`src/logic/msc_cfg.svh`:
```
// msc_cfg.svh: register offsets, field positions, reset values and timing counts
// assumes a 100 MHz system clock and a 32-bit AHB-Lite register port
`ifndef MSC_CFG_SVH
`define MSC_CFG_SVH

`define MSC_CLK_HZ          100000000
`define MSC_TICK_MS         1
`define MSC_TICK_CYC        ((`MSC_CLK_HZ / 1000) * `MSC_TICK_MS)
`define MSC_PAIR_MIN_MS     150
`define MSC_PAIR_MAX_LO_MS  2000
`define MSC_PAIR_MAX_HI_MS  5000
`define MSC_ENDL_LO_MS      2500
`define MSC_ENDL_HI_MS      6000
`define MSC_BLIND_LO_MS     250
`define MSC_BLIND_HI_MS     1000
`define MSC_TMO_LO_MS       10000

`define MSC_OFS_CTRL        8'h00
`define MSC_OFS_SENS_TIME   8'h04
`define MSC_OFS_TIMEOUT     8'h08
`define MSC_OFS_END_TIME    8'h0C
`define MSC_OFS_BLIND       8'h10
`define MSC_OFS_STATUS      8'h14

`define MSC_CTRL_MODE_LSB   0
`define MSC_CTRL_ENA_BIT    2
`define MSC_CTRL_ENAONLY    3
`define MSC_CTRL_DIR_LSB    4
`define MSC_CTRL_CLOSE_SNS  6
`define MSC_CTRL_BLIND_EN   7
`define MSC_CTRL_MINTIME    8
`define MSC_CTRL_TMO_INF    9
`define MSC_CTRL_RST        32'h0000_0000

`define MSC_SENS_RST        32'h0000_07D0
`define MSC_TMO_RST         32'h0000_2710
`define MSC_END_RST         32'h0000_09C4
`define MSC_BLIND_RST       32'h0000_00FA

`endif

```
`src/logic/msc_pkg.sv`:
```
// msc_pkg: types for the muting sequence controller
// assumes msc_cfg.svh supplies all numeric constants
package msc_pkg;
  typedef enum logic [1:0] {
    MSC_CONC = 2'b00,
    MSC_L    = 2'b01,
    MSC_SEQ  = 2'b10,
    MSC_T    = 2'b11
  } msc_mode_t;

  typedef enum logic [1:0] {
    MSC_BOTH = 2'b00,
    MSC_UP   = 2'b01,
    MSC_DOWN = 2'b10
  } msc_dir_t;

  typedef enum logic [2:0] {
    MSC_IDLE  = 3'b000,
    MSC_ARM   = 3'b001,
    MSC_PAIR  = 3'b010,
    MSC_SEQ2  = 3'b011,
    MSC_MUTE  = 3'b100,
    MSC_BLIND = 3'b101,
    MSC_WAIT  = 3'b110
  } msc_state_t;

  typedef struct packed {
    logic [3:0] sensor;
    logic       guard;
    logic       enable;
  } msc_in_t;

  // first member is the top bit, so each field sits at its control-word position
  typedef struct packed {
    logic       tmo_inf;
    logic       min_time;
    logic       blind_en;
    logic       close_sensor;
    logic [1:0] dir;
    logic       ena_only;
    logic       ena_used;
    logic [1:0] mode;
  } msc_ctrl_t;
endpackage

```
`src/logic/msc_timer.sv`:
```
// msc_timer: millisecond counter with clear and expiry compare
// assumes a one-cycle tick enable from the owner's divider
`timescale 1ns/1ps
module msc_timer
(
  // clock and reset
  input  wire logic        hclk,
  input  wire logic        hresetn,
  // control
  input  wire logic        tick,
  input  wire logic        clr,
  input  wire logic        run,
  input  wire logic [15:0] limit,
  // status
  output logic      [15:0] count,
  output logic             expired
);
  wire logic at_top = (count == 16'hFFFF);

  always_ff @(posedge hclk or negedge hresetn)
  begin
    if (!hresetn)
      count <= 16'h0000;
    else if (clr)
      count <= 16'h0000;
    else if (run && tick && !at_top)
      count <= count + 16'h0001;
  end

  assign expired = (count >= limit);
endmodule

```
`src/logic/msc_top.sv`:
```
// msc_top: muting sequence controller with AHB-Lite register port
// assumes synchronous sensor, guard and enable inputs, single-word bus transfers
// Behaviour
// - bypass the light curtain guard while recognised material passes the opening
// - concurrent mode mutes when sensor_a and sensor_b both interrupt, any order
// - concurrent and sequential start only with all sensors 0 and guard 1
// - L and T start only with sensor_a, sensor_b 0 and guard 1
// - cycle timeout from 10 s to unlimited ends muting at once
// - without enable option the function is always enabled
// - enable/disable arms a cycle only on an enable rising edge
// - enable/disable ends muting at once on enable falling edge
// - enable-only never cancels; enable must return to 0 before rearming
// - concurrent direction selects front-to-rear, rear-to-front or both
// - sequential direction selects ascending, descending or both orders
// - curtain closing ends on guard rise; sensor closing on third sensor clear
// - blind time holds guard as 1 for 250 ms to 1 s after close, except with sensor closing selected
// - pair gap above 2 to 5 s forbids muting in all modes except sequential
// - minimum sensor time needs more than 150 ms between pair activations, except in sequential mode
// - L mode uses only sensor_a, sensor_b; muting ends when opening is freed
// - L end timer 2.5 to 6 s from first release ends muting
// - sequential mutes after a then b, then c and d; reverse is d,c,b,a
// - T mode ends muting when either sensor_a or sensor_b releases
`timescale 1ns/1ps
`include "msc_cfg.svh"
module msc_top
(
  // clock and reset
  input  wire logic        hclk,
  input  wire logic        hresetn,
  // ahb-lite slave
  input  wire logic        hsel,
  input  wire logic [7:0]  haddr,
  input  wire logic [1:0]  htrans,
  input  wire logic        hwrite,
  input  wire logic [2:0]  hsize,
  input  wire logic [31:0] hwdata,
  input  wire logic        hready,
  output logic      [31:0] hrdata,
  output logic             hreadyout,
  output logic             hresp,
  // field signals
  input  wire logic [3:0]  sensor,
  input  wire logic        light_curtain_guard,
  input  wire logic        mute_enable,
  // outputs
  output logic             guard_out,
  output logic             muting_active
);
  msc_pkg::msc_ctrl_t  ctrl;
  msc_pkg::msc_state_t state;
  msc_pkg::msc_state_t next_state;
  logic [15:0] sens_time;
  logic [15:0] tmo_time;
  logic [15:0] end_time;
  logic [15:0] blind_time;
  logic [16:0] tick_cnt;
  logic        tick;
  logic        ena_q;
  logic        armed;
  logic        dir_rev;
  logic        guard_q;
  logic [3:0]  sens_q;
  logic        rel_seen;
  logic        wr_pend;
  logic [7:0]  wr_addr;

  // bus decode
  wire logic addr_ok = hsel && hready && htrans[1];
  wire logic do_wr   = wr_pend;
  wire logic do_rd   = addr_ok && !hwrite;

  always_ff @(posedge hclk or negedge hresetn)
  begin
    if (!hresetn)
    begin
      wr_pend <= 1'b0;
      wr_addr <= 8'h00;
    end
    else
    begin
      wr_pend <= addr_ok && hwrite;
      wr_addr <= haddr;
    end
  end

  always_ff @(posedge hclk or negedge hresetn)
  begin
    if (!hresetn)
    begin
      ctrl       <= msc_pkg::msc_ctrl_t'(`MSC_CTRL_RST);
      sens_time  <= 16'(`MSC_SENS_RST);
      tmo_time   <= 16'(`MSC_TMO_RST);
      end_time   <= 16'(`MSC_END_RST);
      blind_time <= 16'(`MSC_BLIND_RST);
    end
    else if (do_wr)
    begin
      unique case (wr_addr)
        `MSC_OFS_CTRL:      ctrl <= hwdata[9:0];
        // clamp programmable times to their documented ranges
        `MSC_OFS_SENS_TIME: sens_time <= clamp(hwdata[15:0], 16'(`MSC_PAIR_MAX_LO_MS),
                                               16'(`MSC_PAIR_MAX_HI_MS));
        `MSC_OFS_TIMEOUT:   tmo_time <= (hwdata[15:0] < 16'(`MSC_TMO_LO_MS)) ?
                                        16'(`MSC_TMO_LO_MS) : hwdata[15:0];
        `MSC_OFS_END_TIME:  end_time <= clamp(hwdata[15:0], 16'(`MSC_ENDL_LO_MS),
                                              16'(`MSC_ENDL_HI_MS));
        `MSC_OFS_BLIND:     blind_time <= clamp(hwdata[15:0], 16'(`MSC_BLIND_LO_MS),
                                                16'(`MSC_BLIND_HI_MS));
        default: ;
      endcase
    end
  end

  function automatic logic [15:0] clamp(input logic [15:0] v, input logic [15:0] lo,
                                        input logic [15:0] hi);
    clamp = (v < lo) ? lo : ((v > hi) ? hi : v);
  endfunction

  wire logic [31:0] status_word = {22'h000000, sens_q, guard_q, muting_active,
                                   armed, state};
  wire logic [31:0] rd_mux =
    (haddr == `MSC_OFS_CTRL)      ? {22'h000000, ctrl} :
    (haddr == `MSC_OFS_SENS_TIME) ? {16'h0000, sens_time} :
    (haddr == `MSC_OFS_TIMEOUT)   ? {16'h0000, tmo_time} :
    (haddr == `MSC_OFS_END_TIME)  ? {16'h0000, end_time} :
    (haddr == `MSC_OFS_BLIND)     ? {16'h0000, blind_time} :
    (haddr == `MSC_OFS_STATUS)    ? status_word : 32'h0000_0000;

  always_ff @(posedge hclk or negedge hresetn)
  begin
    if (!hresetn)
      hrdata <= 32'h0000_0000;
    else if (do_rd)
      hrdata <= rd_mux;
  end

  assign hreadyout = 1'b1;
  assign hresp     = 1'b0;

  // millisecond tick divider
  wire logic tick_wrap = (tick_cnt == 17'(`MSC_TICK_CYC - 1));

  always_ff @(posedge hclk or negedge hresetn)
  begin
    if (!hresetn)
    begin
      tick_cnt <= 17'h00000;
      tick     <= 1'b0;
    end
    else
    begin
      tick_cnt <= tick_wrap ? 17'h00000 : tick_cnt + 17'h00001;
      tick     <= tick_wrap;
    end
  end

  // input history and enable edges
  wire logic ena_rise = mute_enable && !ena_q;
  wire logic ena_fall = !mute_enable && ena_q;
  wire logic [1:0] mode_w = ctrl.mode;
  wire logic two_sns  = (mode_w == msc_pkg::MSC_L) || (mode_w == msc_pkg::MSC_T);
  wire logic clear_sns = two_sns ? (sens_q[1:0] == 2'b00) : (sens_q == 4'h0);
  wire logic start_ok = clear_sns && guard_q;

  always_ff @(posedge hclk or negedge hresetn)
  begin
    if (!hresetn)
    begin
      ena_q   <= 1'b0;
      guard_q <= 1'b1;
      sens_q  <= 4'h0;
    end
    else
    begin
      ena_q   <= mute_enable;
      guard_q <= light_curtain_guard;
      sens_q  <= sensor;
    end
  end

  // arming: always when no enable option, else on rising edge
  wire logic cycle_start = (state == msc_pkg::MSC_PAIR) && (next_state == msc_pkg::MSC_MUTE);
  always_ff @(posedge hclk or negedge hresetn)
  begin
    if (!hresetn)
      armed <= 1'b0;
    // a new configuration with enable in use waits for a fresh rising edge
    else if (do_wr && (wr_addr == `MSC_OFS_CTRL))
      armed <= !hwdata[`MSC_CTRL_ENA_BIT];
    else if (!ctrl.ena_used)
      armed <= 1'b1;
    else if (ena_rise)
      armed <= 1'b1;
    else if ((ena_fall && !ctrl.ena_only) || cycle_start)
      armed <= 1'b0;
  end

  // front and rear pair views after direction
  wire logic front_any = sens_q[0] || sens_q[1];
  wire logic rear_any  = !two_sns && (sens_q[2] || sens_q[3]);
  wire logic up_ok     = ctrl.dir != msc_pkg::MSC_DOWN;
  wire logic dn_ok     = ctrl.dir != msc_pkg::MSC_UP;
  wire logic [1:0] pair = dir_rev ? {sens_q[2], sens_q[3]} : sens_q[1:0];
  wire logic pair_both = pair == 2'b11;
  wire logic pair_one  = pair != 2'b00;

  // timers
  logic [15:0] gap_cnt;
  logic        gap_over;
  logic        cyc_over;
  logic        aux_over;
  wire logic   gap_clr = state == msc_pkg::MSC_ARM;
  wire logic   aux_clr = (state != next_state);
  wire logic   aux_run = ((state == msc_pkg::MSC_MUTE) && rel_seen) ||
                         (state == msc_pkg::MSC_BLIND);
  wire logic [15:0] aux_lim = (state == msc_pkg::MSC_BLIND) ? blind_time : end_time;

  msc_timer u_gap
  (
    .hclk    (hclk),
    .hresetn (hresetn),
    .tick    (tick),
    .clr     (gap_clr),
    .run     (state == msc_pkg::MSC_PAIR),
    .limit   (sens_time),
    .count   (gap_cnt),
    .expired (gap_over)
  );

  msc_timer u_cyc
  (
    .hclk    (hclk),
    .hresetn (hresetn),
    .tick    (tick),
    .clr     (gap_clr),
    .run     (state != msc_pkg::MSC_IDLE),
    .limit   (tmo_time),
    .count   (),
    .expired (cyc_over)
  );

  msc_timer u_aux
  (
    .hclk    (hclk),
    .hresetn (hresetn),
    .tick    (tick),
    .clr     (aux_clr),
    .run     (aux_run),
    .limit   (aux_lim),
    .count   (),
    .expired (aux_over)
  );

  wire logic min_ok   = !ctrl.min_time || (gap_cnt > 16'(`MSC_PAIR_MIN_MS));
  wire logic tmo_hit  = !ctrl.tmo_inf && cyc_over;
  wire logic kill     = ctrl.ena_used && !ctrl.ena_only && ena_fall;

  // sequential: second sensor of the first pair must follow the first
  wire logic seq_mode = mode_w == msc_pkg::MSC_SEQ;
  wire logic [1:0] far_pair = dir_rev ? sens_q[1:0] : {sens_q[2], sens_q[3]};
  // pair[0] is the first sensor of the running order in either direction
  wire logic seq_a_first = pair[0];
  wire logic third_clr = dir_rev ? !sens_q[1] : !sens_q[2];
  wire logic closed_curtain = guard_q;

  // closing condition per mode
  logic close_now;
  always_comb
  begin
    close_now = 1'b0;
    unique case (mode_w)
      msc_pkg::MSC_T: close_now = sens_q[1:0] != 2'b11;
      msc_pkg::MSC_L: close_now = (rel_seen && !front_any && guard_q) ||
                                  (rel_seen && aux_over);
      default:
        if (ctrl.close_sensor)
          close_now = (far_pair != 2'b00) && pair == 2'b00 && third_clr;
        else
          close_now = (far_pair != 2'b00 || pair == 2'b00) && pair == 2'b00 &&
                      closed_curtain;
    endcase
  end

  always_comb
  begin
    next_state = state;
    unique case (state)
      msc_pkg::MSC_IDLE:
        if (armed && start_ok)
          next_state = msc_pkg::MSC_ARM;
      msc_pkg::MSC_ARM:
        if (!armed)
          next_state = msc_pkg::MSC_IDLE;
        else if (front_any && up_ok)
          next_state = msc_pkg::MSC_PAIR;
        else if (rear_any && dn_ok)
          next_state = msc_pkg::MSC_PAIR;
      msc_pkg::MSC_PAIR:
        if (kill || tmo_hit)
          next_state = msc_pkg::MSC_WAIT;
        else if (seq_mode ? (pair[1] && !seq_a_first) : gap_over)
          next_state = msc_pkg::MSC_WAIT;
        else if (!pair_one)
          next_state = msc_pkg::MSC_WAIT;
        else if (pair_both && (seq_mode || min_ok))
          next_state = msc_pkg::MSC_MUTE;
      msc_pkg::MSC_MUTE:
        if (kill || tmo_hit)
          next_state = msc_pkg::MSC_WAIT;
        else if (close_now)
          next_state = (ctrl.blind_en && !ctrl.close_sensor) ? msc_pkg::MSC_BLIND
                                                              : msc_pkg::MSC_WAIT;
      msc_pkg::MSC_BLIND:
        if (aux_over)
          next_state = msc_pkg::MSC_WAIT;
      msc_pkg::MSC_WAIT:
        next_state = msc_pkg::MSC_IDLE;
      default:
        next_state = msc_pkg::MSC_IDLE;
    endcase
  end

  always_ff @(posedge hclk or negedge hresetn)
  begin
    if (!hresetn)
    begin
      state    <= msc_pkg::MSC_IDLE;
      dir_rev  <= 1'b0;
      rel_seen <= 1'b0;
    end
    else
    begin
      state <= next_state;
      if (state == msc_pkg::MSC_ARM)
        dir_rev <= !(front_any && up_ok);
      if (state != msc_pkg::MSC_MUTE)
        rel_seen <= 1'b0;
      else if (sens_q[1:0] != 2'b11)
        rel_seen <= 1'b1;
    end
  end

  // outputs: muted or blind holds guard at 1
  wire logic next_mute = (next_state == msc_pkg::MSC_MUTE) ||
                         (next_state == msc_pkg::MSC_BLIND);
  always_ff @(posedge hclk or negedge hresetn)
  begin
    if (!hresetn)
    begin
      muting_active <= 1'b0;
      guard_out     <= 1'b0;
    end
    else
    begin
      muting_active <= next_state == msc_pkg::MSC_MUTE;
      guard_out     <= next_mute || light_curtain_guard;
    end
  end
endmodule

```
`config.mk`:
```
export PLATFORM = sky130hd
export DESIGN_NAME = msc_top
export DESIGN_NICKNAME = d
export VERILOG_FILES = /design/src/logic/msc_pkg.sv /design/src/logic/msc_timer.sv /design/src/logic/msc_top.sv
export VERILOG_INCLUDE_DIRS = /design/src /design/src/logic
export SDC_FILE = /design/constraint.sdc
export NUM_CORES = 1
export LEC_CHECK = 0
export BUFFER_PORTS_ARGS = -buffer_cell sky130_fd_sc_hd__buf_4
export CORE_MARGIN = 2
export CORE_UTILIZATION = 60
export CTS_CLUSTER_DIAMETER = 80
export DETAILED_ROUTE_END_ITERATION = 6
export PLACE_DENSITY = 0.8
export SLEW_MARGIN = 30
export SYNTH_ARGS = -nofsm -noshare
export SYNTH_HDL_FRONTEND = slang
export SYNTH_SLANG_ARGS = --single-unit
```
`constraint.sdc`:
```
create_clock -name hclk -period 7.4 [get_ports hclk]
set_input_delay 0.37 -clock hclk [delete_from_list [all_inputs] [get_ports hclk]]
set_output_delay 0.37 -clock hclk [all_outputs]
set_load 0.005 [all_outputs]
```
* Yosys cells after proc, flatten, opt, wreduce, memory -nomap -nowiden
Cells that the tools add are included.
Cells by class: reduce and logical (&&, ||, !) cells 81, $add $sub $neg 4, equality and inequality tests 29, muxes and demuxes 47, $lt $le $gt $ge 11
Operators by type and width (number):
- $mux W16 | 19
- $add A16 B1 Y16 const B | 3
- $eq A16 B16 Y1 const B | 3
- $ge A16 B16 Y1 | 3
- $logic_and A1 B1 Y1 | 34
- $mux W3 | 11
- $eq A8 B4 Y1 const B | 4
- $gt A16 B13 Y1 const B | 2
- $eq A8 B5 Y1 const B | 3
- $add A17 B1 Y17 const B | 1
- $eq A17 B17 Y1 const B | 1
- $logic_not A1 Y1 | 17
- $mux W17 | 1
- $eq A8 B3 Y1 const B | 2
- $gt A16 B10 Y1 const B | 1
- $gt A16 B8 Y1 const B | 1
- $logic_not A8 Y1 | 2
- $lt A16 B11 Y1 const B | 1
- $lt A16 B12 Y1 const B | 1
- $lt A16 B14 Y1 const B | 1
- $lt A16 B8 Y1 const B | 1
- $pmux W3 S5 | 1
- $eq A3 B3 Y1 const B | 4
- $logic_or A1 B1 Y1 | 12
- other kinds (19) | 43
Storage, ports and cells: output and inout port bits 36, bits of input ports 56, logic and storage cells 201, register bits after elaboration 195

* Depth between registers and ports, before layout
Gate-level depths: netlist of the first run.
depth after elaboration 17, gate-level depth with buffers 14, gate-level depth less buffers 11

* Modules after synthesis
Synthesis of the first run repeated with hierarchy kept, for this count alone.
Second synthesis, totals: cells, all modules 1079, area total of the unflattened synthesis 10425.0 µm²
By module, submodules not included:
- msc_top | instances 1, cells an instance 647, area an instance 6626.4 µm², sequential area each 3306.9 µm²
- msc_timer | instances 3, cells an instance 144, area an instance 1266.2 µm², sequential area each 400.4 µm²

* Worst setup path after synthesis of the first run
No wires, ideal clock.
path kind register to register, from reg state[2], to reg u_aux.count[10], path slack 4005 ps, library setup time 132 ps, path buffers 3, clock period less this slack 3395 ps, required time 7268 ps, stages on the path, launching flop included 15, data arrival time 3263 ps, cell sequence dfrtp_1 -> buf_4 -> nor2b_1 -> nand2_1 -> clkbuf_1 -> mux2i_1 -> ha_1 -> nand4_1 -> or3_1 -> a221o_1 -> nand4_1 -> a31oi_2 -> nor2_2 -> buf_6 -> a211oi_2
Between the ends: cells in the longest elaborated chain, start to end 11, elaborated cells on any way between the ends 29, classes of those cells order compare: 1; eq/ne: 5; mux: 15; reduce/logical: 8
RTL lines:
- start: declaration | line msc_top.sv:50 | msc_pkg::msc_state_t state;
- start signal: assignment | line msc_top.sv:327 | state <= msc_pkg::MSC_IDLE;
- start signal: assignment | line msc_top.sv:333 | state <= next_state;
- $eq A3 B3 Y1 | line msc_top.sv:215, msc_top.sv:216, msc_top.sv:287
- $mux W16 | line msc_top.sv:216 | wire logic [15:0] aux_lim = (state == msc_pkg::MSC_BLIND) ? blind_time : end_time;
- $ge A16 B16 Y1 | line msc_timer.sv:30 | assign expired = (count >= limit);
- $logic_and A1 B1 Y1 | line msc_top.sv:274 | (rel_seen && aux_over);
- $logic_or A1 B1 Y1 | line msc_top.sv:273 | msc_pkg::MSC_L: close_now = (rel_seen && !front_any && guard_q) ||
- $pmux W1 S2 | line msc_top.sv:271 | unique case (mode_w)
- $mux W3 | line msc_top.sv:310 | else if (close_now)
- $mux W3 | line msc_top.sv:308 | if (kill || tmo_hit)
- $pmux W3 S5 | line msc_top.sv:287 | unique case (state)
- $ne A3 B3 Y1 | line msc_top.sv:213 | wire logic aux_clr = (state != next_state);
- $mux W16 / $reduce_bool A2 Y1 (equally long branches)
- end signal: assignment | line msc_timer.sv:27 | count <= count + 16'h0001;
- end: declaration | line msc_timer.sv:15 | output logic [15:0] count,
Parallel ways exist; a longest one is shown, timed or not. A chain may end at the register's enable or synchronous reset.

* Worst setup path after layout of the first run
from reg state[2], to reg u_aux.count[15]
The elaborated chain is that of the path after synthesis.

==> metrics.yaml, run 1 <==
power:
  power_frac_clock: 0.456
  p_switching_uw: 478
  finalPower_uw: 2040
  p_leak_uw: 0.00510
  power_frac_seq: 0.492
  switching_share: 0.234
  power.density_nw_per_um2: 182
  p_int_uw: 1570
  ir_drop_v: 0.000182
  p_comb_frac: 0.052
synth:
  async_reset_ff_frac: 1.00
  syn_inst: 1067
  yosysTopAreaCell: "dfrtp_1"
  ys_types: 78
  synth-seq-cells: 179
  netlist_area_um2: 10200
  yosysSeqAreaShare: 0.442
  syn_area_per_cell_um2: 9.56
  synth_edf_count: 0
  synth_top_area_frac: 0.383
  ys.flop_type: "dfrtp_1"
  yosys_warnings: 0
  synth.area.top_cells: "dfrtp_1 38%, ha_1 6.5%, dfstp_2 5.9%"
cells_and_area:
  fillers: 1350
  syn_to_final_growth_pct: 10.1
  final_cell_area_um2: 11200
  final_cell_mix: "156 x dfrtp_1, 116 x nand2_1, 107 x nor2_1"
  drive_above_1_share: 0.139
  final_common_cell: "dfrtp_1"
  diodes: 0
  final_nets: 1204
placed_design:
  place_congestion: 0.960
  dp_worst_setup_slack_ns: 3.17
  place_area_um2: 10600
  io_buffer_count: 53
  dp_hpwl_um: 19600
critical_path:
  cpMaxStageDelayCell: "nor2_2"
  worst-path-buf-inv: 0
  criticalPathCategory: "flop to flop"
  path_common_cell: "nand4_1"
  slowest_delay_ns: 0.67
  cp.arrival_ns: 4.29
  cp_cell_sequence: "nor2b_1 > nand2_2 > mux2i_1 > ha_1 > nand4_1 > or3_1 > a221o_1 > nand4_1 > a31oi_2 > nor2_2 > a211oi_1"
  critPathMaxFanout: 18
  cp-start-kind: "flop"
  setup.worst_path.end_class: "flop"
  worst-endpoint-required_ns: 7.69
  path_delay_family: "simple AND/OR/NAND/NOR gates"
floorplan:
  io_pins: 92
  fp-row-count: 47
  initial_utilization: 0.615
  core-area_um2: 16600
  die_h_um: 134
  dieArea_um2: 18100
  dieWidth_um: 134
clocking:
  htreeDepth: 4
  postCtsSetupBuffers: 0
  clkSinkCount: 179
  cts_tree: "yes"
  cts_resized: 0
  ctsHoldBuffers: 0
  cts_buffers: 17
  clock_latency_ns: 0.45
  clk_root_buffer_cell: "clkbuf_16"
  path_clk_slew_ns: 0.07
  cts_max_path_buffers: 2
timing:
  fin_worst_skew_ns: 0.0132
  holdWs_ns: -0.0124
  rsz0062_at_grt: "false"
  worst_slew_pin_slew_ns: 0.946
  maxSlewHeadroom: 0.364
  maxSlewViolCount: 0
  finalCriticalPeriod_ns: 4.00
  setup_ws_ns: 3.40
  fmax_mhz: 250
  tns_ns: 0
  hold_viol_final: 5
  post-route-period-util: 0.541
  finalSetupViolations: 0
grt:
  grt_max_degree: 102
  antenna_found_initial: 0
  grt_pass1_vias: 8199
  grt_pass1_wl_um: 44200
  grt_use_total: 0.319
  grt-ovfl-total: 0
detailed_routing:
  avgViaCountPerCell: 6.27
  wl_um: 27200
  drtPass1Iterations: 7
  wl_per_cell_um: 20.5
  drtAntennaViolNets: 0
  drc_errors: 2
  initialDrtViolationCount: 811
  vias: 8320
outcome:
  violations: "design-rule violations, negative hold slack"
  status: "finished with violations"
min_path:
  hp-class: "input port to async pin"
run:
  maxCapViolations: 0
-- state kept, by name, indices dropped and copies added (netlist names), 2 cells and up --
register,cells
sens_time,16
sens_q,4
blind_time,16
end_time,16
mode_w,2
u_aux.count,16
tmo_time,16
u_cyc.count,16
u_gap.count,16
wr_addr,8
state,3
tick_cnt,17
ctrl,8
hrdata,16
-- final cells by class --
class	instances	area, µm²	area share
Tap cell	220	275	0.0245
Clock inverter	13	159	0.0141
Inverter	47	176	0.0157
Timing Repair Buffer	56	430	0.0383
Clock buffer	19	443	0.0394
Multi-Input combinational cell	794	5240	0.467
Sequential cell	179	4510	0.401
-- kinds of logic (layout without fill, tap and decap cells) --
logic type | after synthesis | in the layout | share of synthesized area
multiplexers | 39 | 39 | 0.0394
AO/OA/AOI/OAI | 232 | 232 | 0.161
other | 2 | 18 | 0.000736
XOR/XNOR | 56 | 56 | 0.0481
AND/OR/NAND/NOR | 396 | 396 | 0.193
flip-flops | 179 | 179 | 0.442
adder cells (fa/ha/maj) | 53 | 53 | 0.0650
buffers and inverters | 110 | 135 | 0.0504
-- metal layers --
metal | up-vias | share of wire | GRT usage
met5 | - | 0 | 0
met4 | 0 | 0.028 | 0.123
met3 | 55 | 0.085 | 0.0597
met2 | 380 | 0.47 | 0.499
met1 | 4079 | 0.42 | 0.445
li1 | 3806 | - | -
-- cell usage after synthesis, types with 3 or more instances --
cell and count:
nand2b_1 6, a31oi_1 4, a21o_1 5, nand4b_1 3, o21a_1 4, and2_1 20, nor3b_2 3, nand2_1 117
o22a_1 4, ha_1 53, mux2_2 9, and3_1 11, o31ai_1 3, nor4_1 3, and4_1 11, nor3_1 17
dfstp_2 23, xnor2_1 24, nor2_1 107, a21oi_1 34, a221o_1 3, inv_1 47, xor2_1 32, or3_1 8
a22oi_1 17, a221oi_1 14, a211oi_1 11, a21oi_2 3, clkbuf_1 33, nand3_1 41, buf_4 21, nand4_1 19
a22o_1 8, o21ai_0 52, o31a_1 4, dfrtp_1 156, buf_2 5, o21ai_1 23, o211ai_1 3, nor2b_1 12
a211oi_2 13, a2bb2oi_1 4, mux2i_1 30
-- worst paths after layout --
path / slack (ns) / to / from / depth (start not counted)
max: 3.40 / u_aux.count[15] / state[2] / 11
max reg2reg: 3.40 / u_aux.count[15] / state[2] / 11
max in group asynchronous: 6.26 / state[1] / hresetn / 2
min: -0.01 / u_aux.count[12] / hresetn / 1
min reg2reg: 0.49 / hrdata[13] / hrdata[13] / 2
min in group hclk: 0.03 / sens_q[3] / sensor[3] / 1
-- power groups by stage --
stage	combinational, µW	clock [µW]	sequential (µW)
after global placement	102	0	1020
after detailed placement	104	0	1020
after CTS	105	941	1010
after global routing	118	982	1010
final	106	932	1010
after floorplan	56.4	0	1020
-- stage by stage --
stage / std cells / util / hold WS [ns]
after floorplan: 1083 / - / 0.0744
after global placement: 1296 / 0.641 / 0.461
after detailed placement: 1296 / 0.641 / 0.468
after CTS: 1328 / 0.677 / 0.0251
after global routing: 1328 / 0.677 / 0.0256
final: 1328 / 0.677 / -0.0124
(Power assumes the default switching activity.)
==> run 2, diff against run 1 <==
clock period = 4 ns   (was 7.4 ns; I/O delays follow)
==> metrics.yaml, run 2 (same netlist as run 1, synthesis figures left out) <==
floorplan:
  fp-row-count: 47
  dieArea_um2: 18100
  die_h_um: 134
  core-area_um2: 16600
  dieWidth_um: 134
  initial_utilization: 0.615
  io_pins: 92
timing:
  rsz0062_at_grt: "false"
  maxSlewHeadroom: 0.515
  tns_ns: 0
  fin_worst_skew_ns: 0.0104
  finalCriticalPeriod_ns: 3.54
  maxSlewViolCount: 0
  hold_viol_final: 0
  worst_slew_pin_slew_ns: 0.721
  finalSetupViolations: 0
  fmax_mhz: 283
  post-route-period-util: 0.884
clocking:
  cts_max_path_buffers: 2
  path_clk_slew_ns: 0.07
  clkSinkCount: 179
  clk_root_buffer_cell: "clkbuf_16"
  cts_resized: 0
  cts_buffers: 17
  htreeDepth: 4
  clock_latency_ns: 0.43
  cts_tree: "yes"
min_path:
  hp-class: "input port to flop"
  whs_path_depth: 1
  min_to: "wr_addr[2]"
  hp-start: "haddr[2]"
placed_design:
  io_buffer_count: 53
  place_congestion: 0.949
  dp_hpwl_um: 19800
  place_area_um2: 10700
critical_path:
  cp.arrival_ns: 3.87
  ff2ff_path_depth: 12
  rr_endpoint: "u_aux.count[1]"
  cp-start-kind: "flop"
  setup.worst_path.end_class: "flop"
  reg2reg_slack_ns: 0.46
  r2r_start: "state[2]"
  worst-endpoint-required_ns: 4.34
  criticalPathCategory: "flop to flop"
  critPathMaxFanout: 18
grt:
  grt_use_total: 0.314
  grt_max_degree: 108
  grt_pass1_wl_um: 43500
  antenna_found_initial: 0
  grt_pass1_vias: 7863
  grt-ovfl-total: 0
cells_and_area:
  largest_register: "tick_cnt"
  final_cell_mix: "156 x dfrtp_1, 117 x nand2_1, 107 x nor2_1"
  multi_input_area_um2: 5250
  final_cell_area_um2: 11300
  final_nets: 1219
  seq_area_um2: 4510
  final_common_cell: "dfrtp_1"
  syn_to_final_growth_pct: 11.1
  drive_above_1_share: 0.135
  diodes: 0
  largest_reg_flops: 17
  fillers: 1313
power:
  power.density_nw_per_um2: 320
  p_leak_uw: 0.00514
  ir_drop_v: 0.000321
outcome:
  status: "complete, no violations"
run:
  maxCapViolations: 0
detailed_routing:
  drtPass1Iterations: 5
  drtAntennaViolNets: 0
  wl_um: 27300
  vias: 8469
  drc_errors: 0
  initialDrtViolationCount: 901
  avgViaCountPerCell: 6.31
  wl_per_cell_um: 20.3
run 2: cell count changes in the layout (fill, tap and decap cells not counted), sizes merged:
cell / previous run / this run
dlygate4sd3: 0 / 13
clkbuf: 20 / 25
buf: 55 / 58
bufinv: 3 / 0
clkinv: 6 / 4
clkinvlp: 3 / 2
run 2: worst max-delay path by stage:
stage,to,cells past startpoint,from
after global routing,u_aux.count[15],12,state[2]
after floorplan,u_aux.count[10],14,state[2]
after CTS,u_aux.count[1],12,state[2]
after detailed placement,u_aux.count[1],12,state[2]
final,u_aux.count[1],12,state[2]
after global placement,u_aux.count[15],13,state[2]
run 2: per-stage QoR:
step | utilization | cells | hold WS [ns] | total power (µW) | setup slack, ns
6_report | 0.683 | 1343 | 0.0221 | 3630 | 0.464
5_1_grt | 0.683 | 1343 | 0.00942 | 3740 | 0.112
4_1_cts | 0.683 | 1343 | 0.00156 | 3640 | 0.511
3_5_place_dp | 0.642 | 1298 | 0.247 | 2090 | 0.507
3_3_place_gp | 0.642 | 1298 | 0.253 | 2080 | 0.691
2_1_floorplan | - | 1083 | -0.0956 | 1990 | 0.605
run 2: what timing repair did:
action,in CTS,in global routing
hold buffers,13,0
setup buffers,0,0
hold endpoints to repair,67,0
setup endpoints to repair,0,0
run 2: per-layer routing:
metal	track usage	vias up	wire length, µm
li1	-	3858	-
met1	0.449	4145	11500
met2	0.476	402	12400
met3	0.0741	64	2600
met4	0.101	0	706
met5	0	-	0
run 2: critical path, cell delays in order (launching register included):
cell and delay (ns):
dfrtp_1 0.55, nor2b_1 0.30, nand2_1 0.08, buf_4 0.25
mux2i_1 0.21, ha_1 0.28, a21oi_1 0.17, o21ai_0 0.16
o21bai_1 0.32, nand3_1 0.15, o21ai_2 0.24, nand4_4 0.34
a211oi_1 0.36
run 2: area by class of cell:
type                       count  area share
clock buffer                  25      0.0437
clock inverter                 7     0.00420
inverter                      47      0.0156
multi-input combinational    794       0.463
sequential                   179       0.398
tap                          220      0.0243
timing repair buffer          71      0.0513
run 2: report_power, final:
group / switching, µW / internal [µW]
registers: 25.7 / 1840
clock network: 698 / 861
logic: 134 / 74.4
==> run 3, diff against run 2 <==
PLACE_DENSITY = 0.89   (was 0.8)
SYNTH_HIERARCHICAL = 1   (was unset)
==> metrics.yaml, run 3 <==
floorplan:
  die_h_um: 136
  core-area_um2: 17100
  dieArea_um2: 18400
  io_pins: 92
  dieWidth_um: 136
  initial_utilization: 0.609
  fp-row-count: 48
critical_path:
  cp-start-kind: "flop"
  critPathMaxFanout: 17
  path_common_cell: "a21o_1"
  cp.arrival_ns: 4.17
  cp_cell_sequence: "nand3b_1 > buf_12 > mux2_2 > inv_1 > ha_1 > a21o_1 > a21o_1 > a21oi_1 > nand3_1 > and3b_1 > o31ai_1 > o41ai_1 > a31oi_1 > o311ai_4 > a311oi_1"
  cpMaxStageDelayCell: "dfrtp_1"
  worst-endpoint-required_ns: 4.35
  reg2reg_slack_ns: 0.18
  slowest_delay_ns: 0.38
  path_delay_family: "compound AO/OA/AOI/OAI gates"
  r2r_start: "state[1]"
  worst-path-buf-inv: 2
  ff2ff_path_depth: 15
  criticalPathCategory: "flop to flop"
  rr_endpoint: "u_aux/count[15]"
  setup.worst_path.end_class: "flop"
grt:
  grt_use_total: 0.309
  grt_max_degree: 69
  antenna_found_initial: 0
  grt-ovfl-total: 0
  grt_pass1_vias: 8533
  grt_pass1_wl_um: 44100
run:
  maxCapViolations: 0
min_path:
  whs_path_depth: 2
  min_to: "tmo_time[15]"
  hp-start: "hwdata[15]"
  hp-class: "input port to flop"
placed_design:
  dp_hpwl_um: 19200
  place_congestion: 0.989
  io_buffer_count: 53
clocking:
  postCtsSetupBuffers: 0
  clk_root_buffer_cell: "clkbuf_16"
  cts_max_path_buffers: 2
  clock_latency_ns: 0.45
  cts_buffers: 17
  path_clk_slew_ns: 0.07
  cts_tree: "yes"
  htreeDepth: 4
  clkSinkCount: 179
timing:
  fin_worst_skew_ns: 0.0126
  rsz0062_at_grt: "false"
  hold_viol_final: 0
  post-route-period-util: 0.954
  fmax_mhz: 262
  finalCriticalPeriod_ns: 3.82
  maxSlewViolCount: 0
  worst_slew_pin_slew_ns: 0.929
  holdWs_ns: 0.0197
  maxSlewHeadroom: 0.373
  finalSetupViolations: 0
  tns_ns: 0
power:
  p_comb_frac: 0.112
  p_int_uw: 2920
  power.density_nw_per_um2: 345
  ir_drop_v: 0.000332
  power_frac_seq: 0.473
  p_leak_uw: 0.00544
  switching_share: 0.278
  p_switching_uw: 1130
  power_frac_clock: 0.415
cells_and_area:
  fillers: 1275
  diodes: 0
  syn_to_final_growth_pct: 12.3
  largest_reg_flops: 17
  drive_above_1_share: 0.161
  multi_input_area_um2: 5470
  largest_register: "tick_cnt"
  seq_area_um2: 4510
  final_cell_mix: "156 x dfrtp_1, 102 x nor2_1, 68 x o21ai_0"
  final_common_cell: "dfrtp_1"
  final_nets: 1239
synth:
  yosysTopAreaCell: "dfrtp_1"
  synth_edf_count: 0
  synth_common_cells: "156 x dfrtp_1, 102 x nor2_1, 68 x o21ai_0"
  yosysMostFrequentCell: "dfrtp_1"
  syn_area_per_cell_um2: 9.66
  yosys_warnings: 6
  synth-seq-cells: 179
  syn_inst: 1079
  ys_types: 73
  synth_top_area_frac: 0.374
  netlist_area_um2: 10400
  synth.area.top_cells: "dfrtp_1 37%, ha_1 6.2%, dfstp_2 5.8%"
  yosysSeqAreaShare: 0.432
  async_reset_ff_frac: 1.00
  ys.flop_type: "dfrtp_1"
detailed_routing:
  drtAntennaViolNets: 0
  wl_um: 27500
  initialDrtViolationCount: 1002
  drc_errors: 0
  drtPass1Iterations: 5
  wl_per_cell_um: 20.1
  avgViaCountPerCell: 6.45
  vias: 8825
outcome:
  status: "complete, no violations"
[run 3: changes by cell type after synthesis, moves of 13 or more]
cell / before / now
a211oi_2: 13 / 0
a21oi_1: 34 / 55
inv_1: 47 / 61
mux2_2: 9 / 32
nand2_1: 117 / 63
nor3_1: 17 / 30
o21ai_0: 52 / 68
o21ai_1: 23 / 0
xor2_1: 32 / 16
[run 3: final cells by class]
| cell class | instances | area share |
|---|---|---|
| repair buffers | 78 | 0.0544 |
| clock buffers | 18 | 0.0375 |
| flip-flops and latches | 179 | 0.385 |
| clock inverters | 14 | 0.0120 |
| inverters | 61 | 0.0196 |
| well taps | 225 | 0.0240 |
| multi-input cells | 794 | 0.468 |
[run 3: how the worst max path moves through the flow]
stage / start / to / cells past startpoint
2_1_floorplan: state[0] / u_aux/count[0] / 18
3_3_place_gp: state[2] / u_aux/count[13] / 15
3_5_place_dp: state[1] / u_aux/count[15] / 15
4_1_cts: state[1] / u_aux/count[15] / 15
5_1_grt: state[0] / u_aux/count[15] / 15
6_report: state[1] / u_aux/count[15] / 15
[run 3: through the flow]
stage | util | power, µW | instance area, µm² | worst slack [ns] | std cells
after floorplan | - | 2180 | 10500 | 0.247 | 1095
final | 0.684 | 4040 | 11700 | 0.183 | 1369
after global routing | 0.684 | 4190 | 11700 | 0.0220 | 1369
after CTS | 0.683 | 4030 | 11700 | 0.245 | 1369
after global placement | 0.641 | 2350 | 11000 | 0.349 | 1323
after detailed placement | 0.641 | 2370 | 11000 | 0.282 | 1323
[run 3: routing by layer]
layer	vias up	global-route usage	routed length [µm]
li1	3968	-	-
met4	0	0.126	864
met2	451	0.496	13300
met3	89	0.0761	2560
met5	-	0	0
met1	4317	0.403	10800
[run 3: power by group through the flow]
stage | Clock, µW | Combinational [µW] | Sequential [µW]
2_1_floorplan | 0 | 261 | 1920
3_3_place_gp | 0 | 407 | 1940
3_5_place_dp | 0 | 424 | 1940
4_1_cts | 1680 | 440 | 1910
5_1_grt | 1780 | 490 | 1920
6_report | 1680 | 453 | 1910
[run 3: kinds of logic (layout without fill, tap and decap cells)]
family,count (synthesis),count (layout),share of synthesized area
simple gates,390,390,0.212
compound gates,228,228,0.141
flops,179,179,0.432
buf+inv,122,171,0.0517
mux,54,54,0.0557
fa+ha+maj,52,52,0.0624
xor+xnor,52,52,0.0437
other cells,2,18,0.000720
[run 3: worst register-to-register path, delay by kind of cell, from the launching register on]
kind            cells  cell delay, ns
compound gates      8            1.89
simple gates        3            0.63
flops               1            0.38
buf+inv             2            0.28
mux                 1            0.28
fa+ha+maj           1            0.25
[run 3: timing repair]
item	4_1_cts	5_1_grt
resized for setup	0	1
endpoints found under the setup margin	0	1
hold endpoints to repair	70	0
hold buffers	14	0
